## config.mk

```make
export PLATFORM = sky130hd
export DESIGN_NAME = swdt_top
export DESIGN_NICKNAME = d
export VERILOG_FILES = /design/src/swdt_pkg.sv /design/src/swdt_top.sv /design/src/swdt_unit_div.sv
export VERILOG_INCLUDE_DIRS = /design/src
export SDC_FILE = /design/constraint.sdc
export NUM_CORES = 1
export LEC_CHECK = 0
export BUFFER_PORTS_ARGS = -buffer_cell sky130_fd_sc_hd__clkbuf_2
export CAP_MARGIN = 30
export CORE_ASPECT_RATIO = 1.25
export CORE_UTILIZATION = 57
export CTS_CLUSTER_DIAMETER = 100
export CTS_CLUSTER_SIZE = 25
export DETAILED_ROUTE_END_ITERATION = 16
export PLACE_DENSITY = 0.77
export SYNTH_ARGS = -nofsm -noshare
export SYNTH_HDL_FRONTEND = slang
export SYNTH_SLANG_ARGS = --single-unit
export TNS_END_PERCENT = 5
```

## constraint.sdc

```tcl
create_clock -name SYS_CLK -period 2.9 [get_ports SYS_CLK]
set_input_delay 0.58 -clock SYS_CLK [delete_from_list [all_inputs] [get_ports SYS_CLK]]
set_output_delay 0.58 -clock SYS_CLK [all_outputs]
set_load 0.02 [all_outputs]
```

## src/swdt_consts.svh

```systemverilog
// constants for the system watchdog timer: command codes, widths, timing
// assumes a 250 MHz system clock; included by the package and modules
`ifndef SWDT_CONSTS_SVH
`define SWDT_CONSTS_SVH
`define SWDT_FUNC_CODE 8'h6f
`define SWDT_SUB_SET_PERIOD 8'h02
`define SWDT_CNT_W 8
`define SWDT_CNT_RESET 8'h00
`define SWDT_CLK_HZ 250000000
`define SWDT_UNIT_SEC_MS 1000
`define SWDT_UNIT_MIN_MS 60000
`define SWDT_TICK_MS 1
`define SWDT_TICK_CYC ((`SWDT_CLK_HZ / 1000) * `SWDT_TICK_MS)
`endif

```

## src/swdt_pkg.sv

```systemverilog
// types for the system watchdog timer
// assumes swdt_consts.svh is on the include path
`include "swdt_consts.svh"
package swdt_pkg;
  // one service call as it arrives from the host
  typedef struct packed {
    logic [7:0] func;     // function code
    logic [7:0] sub;      // sub-function
    logic [7:0] operand;  // time-out value
  } swdt_cmd_s;
  // expiry action choice
  typedef enum logic [0:0] {
    SWDT_ACT_RESET = 1'b0,
    SWDT_ACT_NMI   = 1'b1
  } swdt_act_e;
  // count unit choice
  typedef enum logic [0:0] {
    SWDT_UNIT_SEC = 1'b0,
    SWDT_UNIT_MIN = 1'b1
  } swdt_unit_e;
endpackage

```

## src/swdt_top.sv

```systemverilog
// system watchdog timer top: service-call decode, countdown, expiry action
// assumes command fields arrive synchronous to SYS_CLK as a strobe
// assumes UNIT_SEL and ACT_SEL are static configuration levels
`timescale 1ns/10ps
`include "swdt_consts.svh"
module swdt_top
  import swdt_pkg::*;
#(
  parameter int unsigned TICK_CYC = `SWDT_TICK_CYC, // cycles per ms
  parameter int unsigned SEC_MS = `SWDT_UNIT_SEC_MS, // ms per second
  parameter int unsigned MIN_MS = `SWDT_UNIT_MIN_MS  // ms per minute
) (
  input wire logic SYS_CLK,          // 250 MHz system clock
  input wire logic RST,              // async reset, high
  input wire logic CMD_VALID,        // service call strobe
  input wire swdt_cmd_s CMD,         // function, sub, operand
  input wire swdt_unit_e UNIT_SEL,   // configured count unit
  input wire swdt_act_e ACT_SEL,     // configured expiry action
  output logic CMD_ACK,              // call accepted pulse
  output logic ARMED,                // watchdog counting
  output logic [7:0] COUNT,          // remaining units
  output logic SYS_RESET_REQ,        // cold boot request pulse
  output logic NMI_REQ               // nmi request pulse
);
  ////////////////////////////////////////////////////////////////////////
  // decode
  // only the period-setting call exists here; every other function or
  // sub-function code belongs to other firmware services and is ignored
  // match one call against the period-setting command
  function automatic logic is_set_period(input swdt_cmd_s c);
    return c.func == `SWDT_FUNC_CODE && c.sub == `SWDT_SUB_SET_PERIOD;
  endfunction
  wire load = CMD_VALID && is_set_period(CMD);
  wire load_zero = load && (CMD.operand == 8'h00);
  ////////////////////////////////////////////////////////////////////////
  // parameter checks
  // tick counter is sized from the divide ratio, so the full default
  // ratio fits; a zero ratio would wrap to a tick every second cycle and is refused
  localparam int unsigned TICK_W = (TICK_CYC > 1) ? $clog2(TICK_CYC) : 1;
  if (TICK_CYC == 0) begin : g_bad_tick
    $error("tick divider ratio must be nonzero");
  end
  if (`SWDT_CNT_W != 8) begin : g_bad_cnt
    $error("count width must stay eight bits");
  end
  ////////////////////////////////////////////////////////////////////////
  // millisecond tick
  logic [TICK_W-1:0] tick_r; // cycles within one ms
  logic [TICK_W-1:0] tick_nxt; // next tick count
  // last cycle of each millisecond; one-cycle enable for the divider
  wire tick = (tick_r == TICK_W'(TICK_CYC - 1));
  // a load realigns the millisecond phase as well as the unit phase, so
  // the first unit after a refresh is never short by a partial ms
  assign tick_nxt = (tick || load) ? '0 : tick_r + TICK_W'(1);
  // tick counter
  always_ff @(posedge SYS_CLK or posedge RST) begin
    if (RST) tick_r <= '0;
    else tick_r <= tick_nxt;
  end
  // unit pulse; unit follows the configuration, not a fixed figure
  // the divider restarts with every load so a refresh buys a full unit
  logic unit_pulse; // one per selected unit
  swdt_unit_div #(.SEC_MS(SEC_MS), .MIN_MS(MIN_MS)) u_div (
    .clk(SYS_CLK),
    .rst(RST),
    .restart(load),
    .tick(tick),
    .unit(UNIT_SEL),
    .unit_pulse(unit_pulse)
  );
  ////////////////////////////////////////////////////////////////////////
  // countdown; a reload always wins over a decrement in the same cycle
  logic [`SWDT_CNT_W-1:0] cnt_r; // remaining units
  logic [`SWDT_CNT_W-1:0] cnt_nxt;
  logic armed_r; // running
  logic armed_nxt;
  logic rst_req_r; // reset pulse
  logic nmi_req_r; // nmi pulse
  logic ack_r; // call accepted, one cycle late
  // last unit pulse of a run; a load in the same cycle cancels it, so a
  // refresh that lands on the final unit still saves the system
  wire expire = armed_r && !load && unit_pulse && (cnt_r == 8'h01);
  assign cnt_nxt = load ? CMD.operand :
                   (armed_r && unit_pulse) ? cnt_r - 8'h01 :
                   cnt_r;
  // zero load disarms; expiry disarms so it fires once
  assign armed_nxt = load ? !load_zero :
                     expire ? 1'b0 : armed_r;
  // count and run state; reset leaves the watchdog off until a load,
  // so a board that never starts the service cannot reset itself
  always_ff @(posedge SYS_CLK or posedge RST) begin
    if (RST) begin
      cnt_r <= `SWDT_CNT_RESET;
      armed_r <= 1'b0;
    end else begin
      cnt_r <= cnt_nxt;
      armed_r <= armed_nxt;
    end
  end
  // expiry routing and call ack, registered
  // limitation: ACT_SEL is read at expiry, not at load time
  always_ff @(posedge SYS_CLK or posedge RST) begin
    if (RST) begin
      rst_req_r <= 1'b0;
      nmi_req_r <= 1'b0;
      ack_r <= 1'b0;
    end else begin
      rst_req_r <= expire && (ACT_SEL == SWDT_ACT_RESET);
      nmi_req_r <= expire && (ACT_SEL == SWDT_ACT_NMI);
      ack_r <= load;
    end
  end
  // outputs straight from flip-flops; no decode between flop and pin
  assign CMD_ACK = ack_r;
  assign ARMED = armed_r;
  assign COUNT = cnt_r;
  assign SYS_RESET_REQ = rst_req_r;
  assign NMI_REQ = nmi_req_r;
  ////////////////////////////////////////////////////////////////////////
  // checks
  // all on SYS_CLK and quiet during reset; they watch internal nets as well as
  // the outputs, so a broken decode or counter shows up at its source
  // a matching call lands its operand in the count
  AST_LOAD_VALUE: assert property (
    @(posedge SYS_CLK) disable iff (RST)
    load |=> COUNT == $past(CMD.operand))
    else $error("load missed");
  // a matching call is answered on the next cycle
  AST_ACK: assert property (
    @(posedge SYS_CLK) disable iff (RST)
    load |=> CMD_ACK)
    else $error("call not acknowledged");
  // any other call, or none, leaves the ack low
  AST_NO_ACK: assert property (
    @(posedge SYS_CLK) disable iff (RST)
    !load |=> !CMD_ACK)
    else $error("stray acknowledge");
  // the divider only steps on a millisecond tick
  AST_UNIT_ON_TICK: assert property (
    @(posedge SYS_CLK) disable iff (RST)
    unit_pulse |-> tick)
    else $error("unit pulse off tick");
  // a nonzero load starts the run
  AST_NZ_ARM: assert property (
    @(posedge SYS_CLK) disable iff (RST)
    (load && !load_zero) |=> ARMED)
    else $error("not armed");
  // one unit pulse takes exactly one off the count
  AST_DEC: assert property (
    @(posedge SYS_CLK) disable iff (RST)
    (armed_r && unit_pulse && !load && cnt_r > 8'h01) |=>
    COUNT == $past(cnt_r) - 8'h01) else $error("bad decrement");
  // between unit pulses the count and run state hold still
  AST_HOLD: assert property (
    @(posedge SYS_CLK) disable iff (RST)
    (armed_r && !load && !unit_pulse) |=> ARMED && $stable(COUNT))
    else $error("count moved off a unit pulse");
  // the last unit fires an action and ends the run
  AST_EXPIRE: assert property (
    @(posedge SYS_CLK) disable iff (RST)
    expire |=> (SYS_RESET_REQ || NMI_REQ) && !ARMED)
    else $error("expiry lost");
  // never both actions at once
  AST_ONE_ACT: assert property (
    @(posedge SYS_CLK) disable iff (RST)
    !(SYS_RESET_REQ && NMI_REQ))
    else $error("two actions");
  // cold reset when configured for it
  AST_ROUTE_RST: assert property (
    @(posedge SYS_CLK) disable iff (RST)
    (expire && ACT_SEL == SWDT_ACT_RESET) |=> SYS_RESET_REQ)
    else $error("reset action not routed");
  // nmi when configured for it
  AST_ROUTE_NMI: assert property (
    @(posedge SYS_CLK) disable iff (RST)
    (expire && ACT_SEL == SWDT_ACT_NMI) |=> NMI_REQ)
    else $error("nmi action not routed");
  // a reload on a running timer never fires
  AST_RELOAD: assert property (
    @(posedge SYS_CLK) disable iff (RST)
    (load && armed_r) |=> !SYS_RESET_REQ && !NMI_REQ)
    else $error("reload did not refresh");
  // a zero load stops the run
  AST_ZERO_DISARM: assert property (
    @(posedge SYS_CLK) disable iff (RST)
    load_zero |=> !ARMED)
    else $error("zero load left armed");
  // a stopped timer raises no action
  AST_QUIET_DISARMED: assert property (
    @(posedge SYS_CLK) disable iff (RST)
    !armed_r |=> !SYS_RESET_REQ && !NMI_REQ)
    else $error("action while disarmed");
  // nothing moves while off and not loaded
  AST_IDLE_QUIET: assert property (
    @(posedge SYS_CLK) disable iff (RST)
    (!armed_r && !load) |=> !ARMED && $stable(COUNT))
    else $error("idle changed");
  // an idle timer always shows a zero count
  AST_IDLE_ZERO: assert property (
    @(posedge SYS_CLK) disable iff (RST)
    !ARMED |-> COUNT == 8'h00)
    else $error("idle count not zero");
  // each action is a single pulse
  AST_ONCE: assert property (
    @(posedge SYS_CLK) disable iff (RST)
    (SYS_RESET_REQ || NMI_REQ) |=> !(SYS_RESET_REQ || NMI_REQ))
    else $error("action repeated");
  // a running timer never shows zero units left
  AST_ARMED_NZ: assert property (
    @(posedge SYS_CLK) disable iff (RST)
    ARMED |-> COUNT != 8'h00)
    else $error("armed with zero count");
endmodule

```

## src/swdt_unit_div.sv

```systemverilog
// unit divider: one-cycle pulse per selected count unit
// assumes a tick enable of one per millisecond from the parent
`timescale 1ns/10ps
`include "swdt_consts.svh"
module swdt_unit_div
  import swdt_pkg::*;
#(
  parameter int unsigned SEC_MS = `SWDT_UNIT_SEC_MS, // ticks per second
  parameter int unsigned MIN_MS = `SWDT_UNIT_MIN_MS  // ticks per minute
) (
  input wire logic clk,         // system clock
  input wire logic rst,         // async reset, high
  input wire logic restart,     // realign phase on reload
  input wire logic tick,        // millisecond enable
  input wire swdt_unit_e unit,  // selected unit
  output logic unit_pulse       // one pulse per unit
);
  logic [15:0] ms_r;  // ticks in the current unit
  logic [15:0] ms_nxt;
  wire [15:0] ms_top = (unit == SWDT_UNIT_MIN) ? 16'(MIN_MS - 1) :
                                                 16'(SEC_MS - 1);
  wire at_top = tick && (ms_r >= ms_top);
  // refuse ratios that the 16-bit phase counter cannot serve
  if (SEC_MS == 0 || MIN_MS == 0) begin : g_bad_zero
    $error("unit divider ratio must be nonzero");
  end
  if (SEC_MS > 65536 || MIN_MS > 65536) begin : g_bad_wide
    $error("unit divider ratio too wide");
  end
  // wrap at unit boundary; restart gives each reload a full first unit
  assign ms_nxt = restart ? 16'h0000 : at_top ? 16'h0000 :
                  tick ? ms_r + 16'h0001 : ms_r;
  assign unit_pulse = at_top && !restart;
  // milliseconds counter
  always_ff @(posedge clk or posedge rst) begin
    if (rst) ms_r <= 16'h0000;
    else ms_r <= ms_nxt;
  end
endmodule

```

; ---- Word level (Yosys, flattened, before mapping)
; Cells that the tools add are included.
[totals]
register_bits = 46
latch_bits = 0
ramBits = 0
romBits = 0
in_bits = 29
word_cells = 43
mem_count = 0
[op_classes]
add_sub_neg = 3
n_mul = 0
n_div = 0
order_cmp = 1
n_eq_ne = 4
shifts = 0
mux = 9
bitwise = 1
reduce_logical = 18
[ops]
columns = operator, n
row1 = 16-bit two-way mux, 4
row2 = 18-bit by 1-bit adder with 18-bit output (second input constant), 1
row3 = 18-bit equality test (second input constant), 1
row4 = 18-bit two-way mux, 1
row5 = 16-bit by 1-bit adder with 16-bit output (second input constant), 1
row6 = 16-bit greater-or-equal comparator, 1
row7 = 8-bit two-way mux, 2
row8 = 1-bit logical AND, 11
row9 = 8-bit by 1-bit equality test with 1-bit output (second input constant), 1
row10 = 8-bit by 2-bit equality test with 1-bit output (second input constant), 1
row11 = 8-bit by 7-bit equality test with 1-bit output (second input constant), 1
row12 = 8-bit zero test, 1
row13 = 8-bit by 1-bit subtractor with 8-bit output (second input constant), 1
row14 = 2-bit nonzero test, 2
row15 = 3-bit nonzero test, 1
row16 = 1-bit zero test, 2
row17 = 1-bit two-way mux, 2
row18 = 1-bit logical OR, 1
row19 = 1-bit inverter, 1

; ---- Longest topological paths before layout
[depth]
ltp_word = 9
depth_mapped = 8
ltp_nobuf = 7

; ---- Cells and area by module
; Synthesis repeated with hierarchy kept, for this count alone.
[hier_totals]
cells_unflattened = 291
hier_area_um2 = 2831.5
[modules_own_cells]
columns = module, n_inst, cells_per_inst, area_each_um2
row1 = swdt_top, 1, 155, 1591.5
row2 = swdt_unit_div, 1, 136, 1239.9

; ---- Worst setup path before layout
; Ideal clock, no wire load.
[synth_path]
path_kind = input to register
startpoint = input port UNIT_SEL
endpoint = register cnt_r[6] (netlist: COUNT[6])
setup_ns = 0.145
arrival_ns = 2.135
required_time_ns = 2.755
slack_ns = 0.620
stages = 8
path_buffers = 1
path_cell_list = inv_1 ha_1 nand3_1 nor4_1 a211oi_2 clkbuf_1 o311ai_0 o211ai_1
[synth_between]
elab_chain_cells = 6
[synth_rtl]
columns = item, line_no
row1 = from (decl), swdt_top.sv:17  ; input wire swdt_unit_e UNIT_SEL,
row2 = 16-bit two-way mux, swdt_unit_div.sv:20  ; wire [15:0] ms_top = (unit == SWDT_UNIT_MIN) ? 16'(MIN_MS - 1) :
row3 = 16-bit greater-or-equal comparator, swdt_unit_div.sv:22  ; wire at_top = tick && (ms_r >= ms_top);
row4 = 1-bit logical AND, swdt_unit_div.sv:22
row5 = 1-bit logical AND, swdt_unit_div.sv:33  ; assign unit_pulse = at_top && !restart;
row6 = 1-bit logical AND, swdt_top.sv:84  ; (armed_r && unit_pulse) ? cnt_r - 8'h01 :
row7 = 2-bit nonzero test (no line), n/a
row8 = to (signal assigned), swdt_top.sv:93  ; cnt_r <= `SWDT_CNT_RESET;
row9 = to (signal assigned), swdt_top.sv:96  ; cnt_r <= cnt_nxt;
row10 = to (decl), swdt_top.sv:73  ; logic [`SWDT_CNT_W-1:0] cnt_r;
; Every way passes these cells.
; A chain may end at the register's enable or synchronous reset.

; ---- Final worst setup path
[layout_path]
startpoint = register tick_r[6]
endpoint = register cnt_r[3] (netlist: COUNT[3])
[layout_between]
elab_chain_cells = 5
[layout_rtl]
columns = item, line_no
row1 = from (decl), swdt_top.sv:48  ; logic [TICK_W-1:0] tick_r;
row2 = from (signal assigned), swdt_top.sv:58  ; else tick_r <= tick_nxt;
row3 = 18-bit equality test, swdt_top.sv:51  ; wire tick = (tick_r == TICK_W'(TICK_CYC - 1));
row4 = 1-bit logical AND, swdt_unit_div.sv:22
row5 = 1-bit logical AND, swdt_unit_div.sv:33
row6 = 1-bit logical AND, swdt_top.sv:84
row7 = 2-bit nonzero test (no line), n/a
; Every way passes these cells.

==> impl_metrics.yaml <==
route:
  drtAntennaViolNets: 0
  via_per_inst: 6.20
  dr.pass1.iters: 4
  drc_errors: 0
  routed-via-count: 2473
  routedWlPerCell_um: 15.3
  drt_iter0_drc: 168
  wl_mm: 6.11
critical_path:
  slowest_delay_ns: 0.59
  cp_num_buf_inv: 0
  critPathLaunch: "tick_r[6]"
  worst-r2r-setup-slack_ns: 0.42
  cp-end-kind: "flip-flop"
  required_ns: 3.12
  crit_fanout: 16
  path_delay_family: "simple AND/OR/NAND/NOR gates"
  path_cells: "or4b_1 > nor3_2 > nand2_1 > or4_1 > a31oi_1"
  crit_arrival_ns: 2.70
  crit_slowest_cell: "or4_1"
  worstSetupPathType: "reg -> reg"
  crit_path_start_kind: "flip-flop"
  ff2ff_path_depth: 5
  r2r_end: "COUNT[3]"
  cp_num_cells: 5
  critPathCapture: "COUNT[3]"
  r2r-start: "tick_r[6]"
timing:
  setup_viol: 0
  skew_ns: 0.00931
  hold_ws_ns: 0.169
  period_share: 0.855
  slew_headroom: 0.470
  fin_ws_ns: 0.421
  timing.fmax_ghz: 0.403
  rsz0062_at_grt: "no"
  drv_slew: 0
  finalHoldViolCount: 0
  tightestPinTransition_ns: 0.795
  period_minus_slack_ns: 2.48
  setup-tns-final_ns: 0
floorplan:
  initial_core_util: 0.608
  fp.coreArea_um2: 4490
  fp-row-count: 27
  pin_count: 41
  die_height_um: 79.4
  die_w_um: 63.9
  dieArea_um2: 5070
grt:
  grt_pass1_wl_mm: 10.5
  grt_max_degree: 39
  track_usage: 0.266
  grt_pass1_vias: 2304
  antenna_found_initial: 0
  grt_overflow: 0
synthesis:
  synth.area.top_cells: "dfrtp_1 42%, ha_1 6.0%, nor2_1 4.4%, nand3_1 3.8%, xor2_1 3.5%"
  ys_seq_elements: 46
  synth_nets: 339
  synth.largest_area_cell: "dfrtp_1"
  synth_adder_area_share: 0.0596
  synth-compound-area-share: 0.144
  netlist_instances: 297
  synth-xor-area-share: 0.0577
  synth_area_um2: 2730
  yosysMostFrequentCell: "dfrtp_1"
  synthArstFlopShare: 1.00
  synth_top_family_by_area: "simple AND/OR/NAND/NOR gates"
  synth_common_cells: "46 x dfrtp_1, 32 x nor2_1, 23 x nand2_1"
  synth_mux_area_frac: 0
  syn_area_per_cell_um2: 9.20
  seq_area_frac_synth: 0.421
  yosys.area_share.simple: 0.289
  synth-main-ff-cell: "dfrtp_1"
  synth_top_area_frac: 0.421
  synth_edf_count: 0
  synth_cell_types: 47
  yosys_warnings: 0
place:
  dpl.hpwl_mm: 4.45
  gp_congestion: 0.887
  dpl_worst_slack_ns: 0.215
  placed_cell_area_um2: 3010
  port_buffers: 40
finish:
  fin_nets: 382
  drive_gt1_frac: 0.182
  design_area_um2: 3100
  diodes: 0
  area_growth_pct: 13.4
  fillCellCount: 375
cts:
  path_clk_slew_ns: 0.09
  clk_path_buf_depth: 2
  root_buffer: "clkbuf_8"
  cts_tree: "built"
  cts_inserted_buffers: 5
  holdBufCountCts: 0
  insertion_delay_ns: 0.30
  h-tree-depth: 2
  ctsResizeCount: 0
  post_cts_buffers: 0
  clock_sinks: 46
pwr:
  peakVddDrop_uv: 366
  powerDensity_nw_per_um2: 372
  total_leakage_power_nw: 1.34
job:
  maxCapViolCount: 0
min_path:
  hp-class: "in -> async"
outcome:
  outcome: "finished, final reports clean"
[worst min-delay path by stage]
stage               startpoint             to  cells past startpoint
finish                     RST  u_div.ms_r[6]                      2
global route               RST  u_div.ms_r[6]                      2
CTS                        RST  u_div.ms_r[7]                      2
detailed placement   tick_r[0]      tick_r[0]                      1
global placement     tick_r[0]      tick_r[0]                      1
floorplan            tick_r[0]      tick_r[0]                      1
[state kept, by name (all words and copies together) (netlist names)]
signal         cells
SYS_RESET_REQ      1
COUNT              8
u_div.ms_r        16
NMI_REQ            1
tick_r            18
CMD_ACK            1
ARMED              1
[cell families (layout without fill, tap and decap cells)]
group	after synthesis	count (layout)
AO/OA/AOI/OAI	60	60
XOR/XNOR	18	18
adder cells (fa/ha/maj)	13	13
buffers and inverters	18	62
flip-flops	46	46
AND/OR/NAND/NOR	142	142
[layout make-up]
type                       count  area, µm²  area share
inverter                       9       33.8      0.0109
clock inverter                 2       13.8     0.00444
clock buffer                   6       72.6      0.0234
timing repair buffer          45        250      0.0808
tap                           58       72.6      0.0234
sequential                    46       1150       0.372
multi-input combinational    233       1500       0.485
[per-stage QoR]
stage | utilization | total power [mW] | instances
final | 0.690 | 1.15 | 399
after global routing | 0.690 | 1.20 | 399
after CTS | 0.690 | 1.16 | 399
after detailed placement | 0.670 | 0.776 | 391
after global placement | 0.666 | 0.769 | 390
after floorplan | - | 0.735 | 297
[routing by layer]
layer,vias up,track usage,wire (µm),part of all wire
li1,1199,-,-,-
met3,5,0.0400,237,0.039
met4,0,0.0841,66,0.011
met5,-,0,0,0
met1,1211,0.343,2690,0.44
met2,58,0.456,3110,0.51
[where the power goes]
| part | switching, mW | internal (mW) |
|---|---|---|
| clock network | 0.220 | 0.170 |
| logic | 0.0443 | 0.0398 |
| registers | 0.0222 | 0.656 |
| total | 0.287 | 0.866 |
[cell usage in the layout, fill, tap and decap left out, drive strengths merged, types with 3 or more instances in the layout]
cell and n:
a21oi 18, a31oi 6, and3 5, and4 4, buf 5, clkbuf 46
dfrtp 46, ha 13, inv 9, nand2 23, nand3 21, nand4 8
nor2 32, nor3 8, nor4 5, nor4b 3, o21ai 10, o311ai 3
o31ai 10, or2 4, or3 6, or4 11, xnor2 7, xor2 11
No activity file was read; power rests on OpenSTA's default activity.
